==> src/hdl/phy_vendor_pkg.sv <==
// Purpose: constants and types shared by the vendor register bank and its address matcher
// Assumes: 16-bit management registers, five-bit management register select
// Notes: monitor codes follow the auto-negotiation debug encoding
package phy_vendor_pkg;

  localparam logic [4:0] REG_VENDOR_CONFIG = 5'h10;
  localparam logic [4:0] REG_VENDOR_CONFIG_STATUS = 5'h11;

  // vendor_config fields
  localparam int SLEEP_BIT = 1;
  localparam int REMOTE_LOOP_OUT_BIT = 0;
  localparam logic SLEEP_RESET = 1'b0;
  localparam logic REMOTE_LOOP_OUT_RESET = 1'b0;

  // vendor_config_status fields
  localparam int RES_MODE_LSB = 12;
  localparam int RSV_LSB = 10;
  localparam int PHY_ADDR_LSB = 4;
  localparam int MON_LSB = 0;
  localparam logic [3:0] RES_MODE_RESET = 4'hf;
  localparam logic [1:0] RSV_RESET = 2'h0;
  localparam logic [4:0] PHY_ADDR_RESET = 5'h00;
  localparam logic [4:0] PHY_ADDR_ISOLATE = 5'h00;
  localparam logic [3:0] MON_RESET = 4'h0;

  // monitor codes
  localparam logic [3:0] MON_IDLE = 4'h0;
  localparam logic [3:0] MON_ABILITY_MATCH = 4'h1;
  localparam logic [3:0] MON_ACK_MATCH = 4'h2;
  localparam logic [3:0] MON_ACK_FAIL = 4'h3;
  localparam logic [3:0] MON_CONS_MATCH = 4'h4;
  localparam logic [3:0] MON_CONS_FAIL = 4'h5;
  localparam logic [3:0] MON_PD_READY = 4'h6;
  localparam logic [3:0] MON_PD_FAIL = 4'h7;
  localparam logic [3:0] MON_DONE = 4'h8;

  // cycles the strap sample waits after reset release
  localparam logic [1:0] STRAP_SETTLE = 2'h2;
  localparam int ADDR_BITS = 5;
  localparam logic [2:0] ADDR_LAST = 3'h4;

  typedef enum logic [8:0] {
    AN_IDLE = 9'h001,
    AN_ABILITY = 9'h002,
    AN_ACK = 9'h004,
    AN_ACK_FAIL = 9'h008,
    AN_CONS = 9'h010,
    AN_CONS_FAIL = 9'h020,
    AN_PD_READY = 9'h040,
    AN_PD_FAIL = 9'h080,
    AN_DONE = 9'h100
  } an_state_t;

  typedef enum logic [2:0] {
    PWR_AWAKE = 3'b001,
    PWR_SLEEP = 3'b010,
    PWR_WAKE = 3'b100
  } pwr_state_t;

endpackage

==> src/hdl/mgmt_addr_if.sv <==
// Purpose: carries management frame address bits to the address matcher
// Assumes: one bit per bit_valid pulse, most significant first
// Notes: clear restarts the matcher like a frame start
`timescale 1ns/1ns
`default_nettype none
interface mgmt_addr_if;
  logic frame_start;
  logic addr_bit;
  logic bit_valid;
  logic clear;
  logic [4:0] my_addr;
  logic match;

  modport matcher (
    input frame_start,
    input addr_bit,
    input bit_valid,
    input clear,
    input my_addr,
    output match
  );

  modport owner (
    output frame_start,
    output addr_bit,
    output bit_valid,
    output clear,
    output my_addr,
    input match
  );
endinterface
`default_nettype wire

==> src/hdl/mgmt_addr_match.sv <==
// Purpose: collects the five frame address bits and compares them with the own address
// Assumes: bits arrive on the clock of the register bank
// Notes: match holds until the next frame start or clear
`timescale 1ns/1ns
`default_nettype none
module mgmt_addr_match (
  input wire logic clk,
  input wire logic rst_n,
  mgmt_addr_if.matcher ai
);
  import phy_vendor_pkg::*;

  logic [2:0] cnt_q;
  logic [4:0] shift_q;
  logic match_q;
  logic [4:0] next_shift;

  // first bit in lands at the top: address bit 4 first
  assign next_shift = {shift_q[3:0], ai.addr_bit};

  always_ff @(posedge clk or negedge rst_n) begin
    if (!rst_n) begin
      cnt_q <= 3'h0;
      shift_q <= 5'h00;
    end else if (ai.frame_start || ai.clear) begin
      cnt_q <= 3'h0;
      shift_q <= 5'h00;
    end else if (ai.bit_valid && cnt_q <= ADDR_LAST) begin
      cnt_q <= cnt_q + 3'h1;
      shift_q <= next_shift;
    end
  end

  always_ff @(posedge clk or negedge rst_n) begin
    if (!rst_n) begin
      match_q <= 1'b0;
    end else if (ai.frame_start || ai.clear) begin
      match_q <= 1'b0;
    end else if (ai.bit_valid && cnt_q == ADDR_LAST) begin
      match_q <= (next_shift == ai.my_addr);
    end
  end

  assign ai.match = match_q;
endmodule
`default_nettype wire

==> src/hdl/phy_vendor_regs.sv <==
// Purpose: vendor configuration and status registers of a 10/100 transceiver
// Assumes: register port driven by the management frame engine on clk
// Notes: strap pins are sampled after a two-flop synchroniser
`timescale 1ns/1ns
`default_nettype none
module phy_vendor_regs (
  input wire logic clk,
  input wire logic rst_n,
  input wire logic [4:0] reg_sel,
  input wire logic reg_wr,
  input wire logic [15:0] reg_wdata,
  output logic [15:0] reg_rdata,
  input wire logic [4:0] phy_addr_strap,
  input wire logic frame_start,
  input wire logic frame_addr_bit,
  input wire logic frame_addr_valid,
  output logic addr_match,
  input wire phy_vendor_pkg::an_state_t an_state,
  input wire logic an_complete,
  input wire logic [3:0] an_resolved,
  input wire logic [3:0] rx_data,
  input wire logic rx_valid,
  input wire logic [3:0] mac_tx_data,
  input wire logic mac_tx_en,
  output logic [3:0] tx_data,
  output logic tx_en,
  output logic power_down,
  output logic sm_reset,
  output logic isolate_set
);
  import phy_vendor_pkg::*;

  function automatic logic reg_write(input logic [4:0] sel, input logic wr,
                                     input logic [4:0] off);
    reg_write = wr && (sel == off);
  endfunction

  function automatic logic [3:0] an_code(input an_state_t st);
    case (st)
      AN_IDLE: an_code = MON_IDLE;
      AN_ABILITY: an_code = MON_ABILITY_MATCH;
      AN_ACK: an_code = MON_ACK_MATCH;
      AN_ACK_FAIL: an_code = MON_ACK_FAIL;
      AN_CONS: an_code = MON_CONS_MATCH;
      AN_CONS_FAIL: an_code = MON_CONS_FAIL;
      AN_PD_READY: an_code = MON_PD_READY;
      AN_PD_FAIL: an_code = MON_PD_FAIL;
      AN_DONE: an_code = MON_DONE;
      default: an_code = MON_IDLE;
    endcase
  endfunction

  logic wr_cfg;
  logic wr_stat;
  pwr_state_t pwr_q;
  pwr_state_t pwr_d;
  logic loop_q;
  logic [3:0] res_q;
  logic [1:0] rsv_q;
  logic [4:0] phy_addr_q;
  logic [3:0] mon_q;
  logic [4:0] strap_meta_q;
  logic [4:0] strap_sync_q;
  logic [1:0] strap_cnt_q;
  logic strap_done_q;
  logic strap_load;
  logic [15:0] rdata_q;
  logic [3:0] tx_data_q;
  logic tx_en_q;
  logic isolate_q;
  mgmt_addr_if ai ();

  assign wr_cfg = reg_write(reg_sel, reg_wr, REG_VENDOR_CONFIG);
  assign wr_stat = reg_write(reg_sel, reg_wr, REG_VENDOR_CONFIG_STATUS);

  // power state: sleep held in the state itself, wake is a one-cycle reset pass
  always_comb begin
    pwr_d = pwr_q;
    case (pwr_q)
      PWR_AWAKE: begin
        if (wr_cfg && reg_wdata[SLEEP_BIT]) begin
          pwr_d = PWR_SLEEP;
        end
      end
      PWR_SLEEP: begin
        if (wr_cfg && !reg_wdata[SLEEP_BIT]) begin
          pwr_d = PWR_WAKE;
        end
      end
      PWR_WAKE: begin
        pwr_d = (wr_cfg && reg_wdata[SLEEP_BIT]) ? PWR_SLEEP : PWR_AWAKE;
      end
      default: pwr_d = PWR_AWAKE;
    endcase
  end

  always_ff @(posedge clk or negedge rst_n) begin
    if (!rst_n) begin
      pwr_q <= PWR_AWAKE;
    end else begin
      pwr_q <= pwr_d;
    end
  end

  // power_down and sm_reset are state flop bits, no decode glitches
  assign power_down = pwr_q[1];
  assign sm_reset = pwr_q[2];

  always_ff @(posedge clk or negedge rst_n) begin
    if (!rst_n) begin
      loop_q <= REMOTE_LOOP_OUT_RESET;
    end else if (wr_cfg) begin
      loop_q <= reg_wdata[REMOTE_LOOP_OUT_BIT];
    end
  end

  // transmit mux; goes silent one cycle after power_down rises since the transmitter is unpowered
  always_ff @(posedge clk or negedge rst_n) begin
    if (!rst_n) begin
      tx_data_q <= 4'h0;
      tx_en_q <= 1'b0;
    end else if (power_down) begin
      tx_data_q <= 4'h0;
      tx_en_q <= 1'b0;
    end else if (loop_q) begin
      tx_data_q <= rx_data;
      tx_en_q <= rx_valid;
    end else begin
      tx_data_q <= mac_tx_data;
      tx_en_q <= mac_tx_en;
    end
  end

  assign tx_data = tx_data_q;
  assign tx_en = tx_en_q;

  // resolved mode is status, not configuration, so software writes never touch it
  always_ff @(posedge clk or negedge rst_n) begin
    if (!rst_n) begin
      res_q <= RES_MODE_RESET;
    end else if (an_complete) begin
      res_q <= an_resolved;
    end
  end

  always_ff @(posedge clk or negedge rst_n) begin
    if (!rst_n) begin
      rsv_q <= RSV_RESET;
    end else if (wr_stat) begin
      rsv_q <= reg_wdata[RSV_LSB +: 2];
    end
  end

  always_ff @(posedge clk or negedge rst_n) begin
    if (!rst_n) begin
      strap_meta_q <= 5'h00;
      strap_sync_q <= 5'h00;
    end else begin
      strap_meta_q <= phy_addr_strap;
      strap_sync_q <= strap_meta_q;
    end
  end

  // wait until the synchroniser holds real pin values before sampling
  always_ff @(posedge clk or negedge rst_n) begin
    if (!rst_n) begin
      strap_cnt_q <= 2'h0;
      strap_done_q <= 1'b0;
    end else if (!strap_done_q) begin
      if (strap_cnt_q == STRAP_SETTLE) begin
        strap_done_q <= 1'b1;
      end else begin
        strap_cnt_q <= strap_cnt_q + 2'h1;
      end
    end
  end

  assign strap_load = !strap_done_q && (strap_cnt_q == STRAP_SETTLE);

  always_ff @(posedge clk or negedge rst_n) begin
    if (!rst_n) begin
      phy_addr_q <= PHY_ADDR_RESET;
    end else if (strap_load) begin
      phy_addr_q <= strap_sync_q;
    end else if (wr_stat) begin
      phy_addr_q <= reg_wdata[PHY_ADDR_LSB +: 5];
    end
  end

  // held off until the strap is in, so a nonzero strap never flashes isolate
  always_ff @(posedge clk or negedge rst_n) begin
    if (!rst_n) begin
      isolate_q <= 1'b0;
    end else begin
      isolate_q <= strap_done_q && (phy_addr_q == PHY_ADDR_ISOLATE);
    end
  end

  assign isolate_set = isolate_q;

  always_ff @(posedge clk or negedge rst_n) begin
    if (!rst_n) begin
      mon_q <= MON_RESET;
    end else begin
      mon_q <= an_code(an_state);
    end
  end

  always_ff @(posedge clk or negedge rst_n) begin
    if (!rst_n) begin
      rdata_q <= 16'h0000;
    end else begin
      case (reg_sel)
        REG_VENDOR_CONFIG: rdata_q <= {14'h0000, pwr_q == PWR_SLEEP, loop_q};
        REG_VENDOR_CONFIG_STATUS: rdata_q <= {res_q, rsv_q, 1'b0, phy_addr_q, mon_q};
        default: rdata_q <= 16'h0000;
      endcase
    end
  end

  assign reg_rdata = rdata_q;

  assign ai.frame_start = frame_start;
  assign ai.addr_bit = frame_addr_bit;
  assign ai.bit_valid = frame_addr_valid;
  assign ai.clear = sm_reset;
  assign ai.my_addr = phy_addr_q;
  assign addr_match = ai.match;

  mgmt_addr_match u_match (
    .clk(clk),
    .rst_n(rst_n),
    .ai(ai)
  );
endmodule
`default_nettype wire

==> config.mk <==
export PLATFORM = sky130hd
export DESIGN_NAME = phy_vendor_regs
export DESIGN_NICKNAME = d
export VERILOG_FILES = /design/src/hdl/phy_vendor_pkg.sv /design/src/hdl/mgmt_addr_if.sv /design/src/hdl/mgmt_addr_match.sv /design/src/hdl/phy_vendor_regs.sv
export SDC_FILE = /design/constraint.sdc
export NUM_CORES = 1
export LEC_CHECK = 0
export BUFFER_PORTS_ARGS = -buffer_cell sky130_fd_sc_hd__buf_4
export CORE_ASPECT_RATIO = 0.8
export CORE_MARGIN = 2
export CORE_UTILIZATION = 45
export DETAILED_ROUTE_END_ITERATION = 10
export GPL_TIMING_DRIVEN = 0
export PLACE_DENSITY = 0.75
export RECOVER_POWER = 50
export SLEW_MARGIN = 20
export SYNTH_ARGS = -nofsm -noshare
export SYNTH_HDL_FRONTEND = slang
export SYNTH_HIERARCHICAL = 1
export SYNTH_SLANG_ARGS = --single-unit
==> constraint.sdc <==
create_clock -name clk -period 1.4 [get_ports clk]
set_clock_uncertainty 0.1 [all_clocks]
set_input_delay 0.14 -clock clk [delete_from_list [all_inputs] [get_ports clk]]
set_output_delay 0.14 -clock clk [all_outputs]
set_load 0.005 [all_outputs]
==> results of run 1 <==
[final timing paths]
check	startpoint	endpoint	cells after the start
min reg2reg	strap_meta_q[4]	strap_sync_q[4]	0
min in group asynchronous	rst_n	strap_cnt_q[0]	2
min	reg_wdata[4]	ai.my_addr[0]	3
max	ai.my_addr[1]	isolate_set	2
max in group asynchronous	rst_n	pwr_q[2]	2
max reg2reg	ai.my_addr[1]	isolate_set	2
[per-stage QoR]
step	utilization [%]	hold slack, ns	instances	setup TNS, ns
after floorplan	-	-0.256	212	-0.0257
after global placement	58.5	0.150	360	-1.07
after detailed placement	58.5	0.151	360	-1.09
after CTS	69.7	0.0384	414	0
after global routing	70.3	0.0605	414	-0.0344
final	70.3	0.0475	414	0
[registers in the layout (all words and copies together) (netlist names), 2 cells and up]
signal,flops
ai.my_addr,5
rsv_q,2
u_match/shift_q,4
strap_cnt_q,2
res_q,4
strap_meta_q,5
reg_rdata,15
pwr_q,3
u_match/cnt_q,3
tx_data,4
mon_q,4
strap_sync_q,5
[logic make-up (layout without fill, tap and decap cells)]
family          count (synthesis)  count (layout)  synth area share, %
flops                          61              61                 59.9
buf+inv                        18             142                 3.72
other cells                     1               1                0.147
xor+xnor                        9               9                 3.08
compound gates                 45              45                 11.1
mux                            12              12                 5.04
simple gates                   63              63                 15.5
fa+ha+maj                       3               3                 1.47
[timing repair]
item                                    4_1_cts  5_1_grt
cloned                                        0        1
buffers inserted                              2        0
resized for setup                             3       11
endpoints found under the setup margin        8       13
pin swaps                                     0        1
endpoints found under the hold margin        84        0
hold buffers                                 36        0
[worst register-to-register path, stage by stage (launching register included)]
cell     delay [ns]
dfrtp_1        0.42
or4b_2         0.66
nor3_2         0.11
[routing by layer]
layer,routed length (um),up-vias
li1,-,993
met1,2360,961
met2,2760,65
met3,310,9
met4,75,0
met5,0,-
[power groups by stage]
stage                     registers, W  logic (W)  clock network [W]
after global routing           0.00196   0.000628            0.00188
after floorplan                0.00197   0.000219                  0
final                          0.00195   0.000563            0.00174
after CTS                      0.00195   0.000557            0.00179
after global placement         0.00198   0.000446                  0
after detailed placement       0.00199   0.000456                  0
[cell usage in the layout, fill, tap and decap left out, types with 3 or more instances in the layout]
master / netlist / final
o21ai_0: 12 / 12
clkbuf_8: 0 / 11
xor2_1: 7 / 7
clkbuf_4: 0 / 25
mux2i_1: 5 / 5
mux2_2: 4 / 4
nand2_1: 3 / 3
dfstp_2: 5 / 5
dlygate4sd3_1: 0 / 36
buf_6: 2 / 4
o21ai_1: 3 / 3
a21oi_1: 14 / 12
buf_4: 2 / 43
nor2_1: 12 / 12
inv_1: 5 / 5
and3_1: 13 / 13
nand3b_1: 5 / 5
clkbuf_1: 6 / 12
dfrtp_1: 56 / 55
a41oi_1: 6 / 6
[Yosys cell counts (4+ instances only)]
cell	count	area, um^2
dfstp_2	5	131
nor2_1	12	45.0
a41oi_1	6	52.6
clkbuf_1	6	22.5
and3_1	13	81.3
xor2_1	7	61.3
a21oi_1	14	70.1
o21ai_0	12	60.1
nand3b_1	5	37.5
dfrtp_1	56	1400
inv_1	5	18.8
mux2i_1	5	50.1
mux2_2	4	45.0
[final cells by class]
class | instances | area, um^2
fill | 416 | 1620
buffer | 11 | 76.3
tap | 78 | 97.6
sequential | 61 | 1530
multi-input combinational | 133 | 996
timing repair buffer | 109 | 887
inverter | 6 | 25.0
clock inverter | 3 | 67.6
clock buffer | 13 | 159
==> summary.md, run 1 <==
| Metric | Value |
|---|---|
| DP Area | `0.00320 mm^2` |
| Crit Path Class | `register to register` |
| Initial antenna violation count | `0` |
| Via density | `4.90` |
| Maxcap violations | `0` |
| Clock share of power | `between 40% and 50%` |
| Post-DR wirelength/cell | `~13 um` |
| Synthesized area | `0.00256 mm^2` |
| Wire length of the first global-routing pass | `roughly 8.9 mm` |
| P per Cell Area | `1110 mW/mm^2` |
| Clk slew on worst S/H paths | `0.07 ns` |
| Final ANT Viol Nets | `0` |
| CTS tree | `yes` |
| Cell-by-cell trace of the critical path | `or4b_2, nor3_2` |
| Normalized max-slew margin | `between 40% and 50%` |
| # clock sinks | `61` |
| Syn_area_per_cell | `between 10 and 15 um^2` |
| Fin crit share | `97.4%` |
| Grt total ovfl | `0` |
| Worst R2R Setup Slack | `0.04 ns` |
| Sequential fraction of the synthesis area | `59.9%` |
| I/O pin count | `just over 80` |
| Via count | `between 2000 and 2500` |
| FP Rows | `24` |
| Synth Flop Type | `dfrtp_1` |
| Grt met3 use | `6.11%` |
| Clock Path Buffers | `2` |
| Total power | `0.00426 W` |
| Syn. warnings | `6` |
| Worst path max stage delay | `0.66 ns` |
| Initial Util | `46.8%` |
| Sequential share of power | `45.9%` |
| Pin count of the biggest net entering global routing | `62` |
| Switching power | `0.000957 W` |
| Core area | `0.00547 mm^2` |
| Crit path DAT | `1.53 ns` |
| Met1 usage | `23.5%` |
| IO Port Bufs | `70` |
| RePlAce Congestion | `0.796` |
| CTS root buf | `clkbuf_8` |
| Sw Share | `22.5%` |
| Share of cells above drive strength 1 | `35.4%` |
| Leak | `between 1.5 and 2 nW` |
| Die Span Y | `71.4 um` |
| DR DRC count | `0` |
| DIE AREA | `roughly 0.0063 mm^2` |
| Worst setup margin | `0.0365 ns` |
| Pre-antenna DRT Iters | `4` |
| CP Launch Type | `register` |
| Post-synth EDFFs | `0` |
| Fmax | `733 MHz` |
| Power share of the combinational group | `13.2%` |
| Yosys cell types | `50` |
| Ant diodes | `0` |
| Design Area, Final | `0.00384 mm^2` |
| Area Growth Syn to Fin | `50.2%` |
| Peak supply drop | `around 0.85 mV` |
| TritonCTS Buffers | `9` |
| Req. time, crit path | `about 1.6 ns` |
| Dpl hpwl | `around 3.6 mm` |
| H-Tree Depth | `3` |
| FF+latch count, synth | `a little over 60` |
| Clock Latency Late Sink | `0.34 ns` |
| Crit end category | `register` |
| Vias in the first global route | `1991` |
| Final net count | `390` |
| Total length of routed wires | `roughly 5.5 mm` |
| GRT busiest layer | `met2` |
| Min Tclk post-route | `1.36 ns` |
| CP Max Fanout | `4` |
| Post-synthesis net count | `271` |
| Hold Fails Final Rpt | `0` |
| Delay-heaviest family, CP | `simple AND/OR/NAND/NOR gates` |
| Crit-path slowest cell | `or4b_2` |
| WP buf/inv | `0` |
| Gr usage total | `19.0%` |
| Met2 Usage GRT | `30.6%` |
| Pre-CTS setup slack | `-0.228 ns` |
| Fraction of registers with async set or reset after synthesis | `100%` |
| Outcome | `complete, no violations` |
| Min-delay worst type | `primary input to register` |
| Internal Power | `0.00330 W` |
| Die width | `88.3 um` |
| Final setup violating endpoints | `0` |
| Drt first-iter violations | `51` |
| Post-Synthesis Cells | `212` |
| Worst-margin pin slew | `0.810 ns` |
| Pins over their slew limit | `0` |
(Power assumes the default switching activity.)
==> run 2, diff against run 1 <==
Settings changed: RECOVER_POWER 50 to not set.
==> summary.md, run 2 (synthesis gave the netlist of run 1 again) <==
| Metric | Value |
|---|---|
| FP Rows | `24` |
| DIE AREA | `0.00631 mm^2` |
| Max reg flops | `15` |
| Share of cells above drive strength 1 | `36.9%` |
| RePlAce Congestion | `0.796` |
| Clock Path Buffers | `2` |
| Dpl cells | `360` |
| P per Cell Area | `1110 mW/mm^2` |
| Pre-antenna DRT Iters | `4` |
| DR DRC count | `0` |
| Drt first-iter violations | `52` |
| Clk slew on worst S/H paths | `about 0.070 ns` |
| Maxcap violations | `0` |
| Clock share of power | `roughly two fifths` |
| Pre-CTS setup slack | `-0.228 ns` |
| Pin count of the biggest net entering global routing | `62` |
| Min-delay worst type | `primary input to register` |
| Grt total ovfl | `0` |
| Clock Latency Late Sink | `0.34 ns` |
| IO Port Bufs | `70` |
| Via density | `~5` |
| H-Tree Depth | `3` |
| Internal Power | `0.00331 W` |
| Path length in cells of the critical path | `2` |
| Worst R2R Setup Slack | `0.03 ns` |
| Gr usage total | `about a fifth` |
| Final ANT Viol Nets | `0` |
| Initial Util | `between 40% and 50%` |
| Commonest non-fill, non-tap cell in the layout | `buf_4` |
| Filler cell count in the final layout | `just over 400` |
| Leak | `1.84 nW` |
| Crit path DAT | `1.53 ns` |
| Fin crit share | `97.5%` |
| Worst path max stage delay | `about 0.66 ns` |
| Register area | `0.00153 mm^2` |
| Min Tclk post-route | `1.37 ns` |
| I/O pin count | `81` |
| Normalized max-slew margin | `around 50%` |
| Fmax | `732 MHz` |
| Core area | `0.00547 mm^2` |
| Initial antenna violation count | `0` |
| Vias in the first global route | `1991` |
| Most frequent cells in the layout | `buf_4, dfrtp_1, dlygate4sd3_1, and3_1` |
| Hold Path End | `ai.my_addr[0]` |
| Ant diodes | `0` |
| Critical R2R Launch | `ai.my_addr[1]` |
| Area Growth Syn to Fin | `51.0%` |
| Req. time, crit path | `1.57 ns` |
| Sequential share of power | `a little under half` |
| Wire length of the first global-routing pass | `8.95 mm` |
| Design Area, Final | `0.00386 mm^2` |
| Total power | `0.00427 W` |
| Multi-input gate area | `996 um^2` |
| Crit Path Class | `register to register` |
| WP buf/inv | `0` |
| Dpl hpwl | `between 3 and 4 mm` |
| Post-DR wirelength/cell | `between 10 and 15 um` |
| Outcome | `complete, no violations` |
| Via count | `2019` |
| # clock sinks | `approximately 60` |
| Final setup violating endpoints | `0` |
| Crit end category | `register` |
| Worst Reg-to-Reg Cells | `2` |
| DP Area | `roughly 0.0032 mm^2` |
| Die width | `88.3 um` |
| Power share of the combinational group | `13.4%` |
| CTS root buf | `clkbuf_8` |
| CP Launch Type | `register` |
| Hold Startpoint | `reg_wdata[4]` |
| Cell Count, Final, Fillers Out | `414` |
| Final net count | `390` |
| Cell-by-cell trace of the critical path | `or4b_2, nor3_2` |
| Total length of routed wires | `5.51 mm` |
| Die Span Y | `71.4 um` |
| Hold path depth | `3` |
| Hold Worst Slack | `0.0480 ns` |
| Reg-to-reg endpoint | `isolate_set` |
| CP Max Fanout | `4` |
| Worst setup margin | `0.0344 ns` |
| Sw Share | `between 20% and 30%` |
| Delay-heaviest family, CP | `simple AND/OR/NAND/NOR gates` |
| Hold Fails Final Rpt | `0` |
| Crit-path slowest cell | `or4b_2` |
| CTS tree | `yes` |
| TritonCTS Buffers | `9` |
| Worst-margin pin slew | `0.749 ns` |
| Pins over their slew limit | `0` |
| Peak supply drop | `roughly 0.85 mV` |
| Switching power | `0.000959 W` |
-- run 2: power groups by stage --
stage	logic (W)	registers (W)	clock network, W
finish	0.000572	0.00195	0.00174
CTS	0.000557	0.00195	0.00179
detailed placement	0.000456	0.00199	0
global route	0.000637	0.00196	0.00188
floorplan	0.000219	0.00197	0
global placement	0.000446	0.00198	0
-- run 2: worst max path at each step --
stage / end / slack (ns) / from
final: isolate_set / 0.03 / ai.my_addr[1]
after global routing: isolate_set / -0.03 / ai.my_addr[1]
after floorplan: rsv_q[0] / -0.01 / reg_sel[3]
after CTS: strap_cnt_q[1] / 0.005 / strap_cnt_q[0]
after global placement: loop_q / -0.24 / reg_sel[3]
after detailed placement: loop_q / -0.23 / reg_sel[3]
-- run 2: layout make-up --
type	instances	area share (%)
Buffer	11	1.98
Multi-Input combinational cell	133	25.8
Timing Repair Buffer	109	23.5
Sequential cell	61	39.7
Inverter	6	0.648
Tap cell	78	2.53
Clock buffer	13	4.12
Clock inverter	3	1.75
-- run 2: repair_timing --
| item | 4_1_cts | 5_1_grt |
|---|---|---|
| setup endpoints to repair | 8 | 13 |
| endpoints found under the hold margin | 84 | 0 |
| buffers inserted | 2 | 0 |
| hold buffers | 36 | 0 |
| pin swaps | 0 | 1 |
| resized for setup | 3 | 11 |
| cloned | 0 | 1 |
-- run 2: per-layer routing --
metal  up-vias  GRT usage, %  part of all wire, %
met2        69          30.6                   50
li1        995             -                    -
met1       946          23.5                   43
met3         9          6.11                  6.0
met4         0          8.75                  1.2
met5         -             0                    0
-- run 2: metrics by stage --
stage	setup TNS (ns)	util (%)
after floorplan	-0.0257	-
after global placement	-1.07	58.5
after detailed placement	-1.09	58.5
after CTS	0	69.7
after global routing	-0.0344	70.7
final	0	70.7
-- run 2: tightest hold or removal path, stage by stage --
cell and delay (ns):
buf_4 0.08, a41oi_1 0.10, a21oi_1 0.13
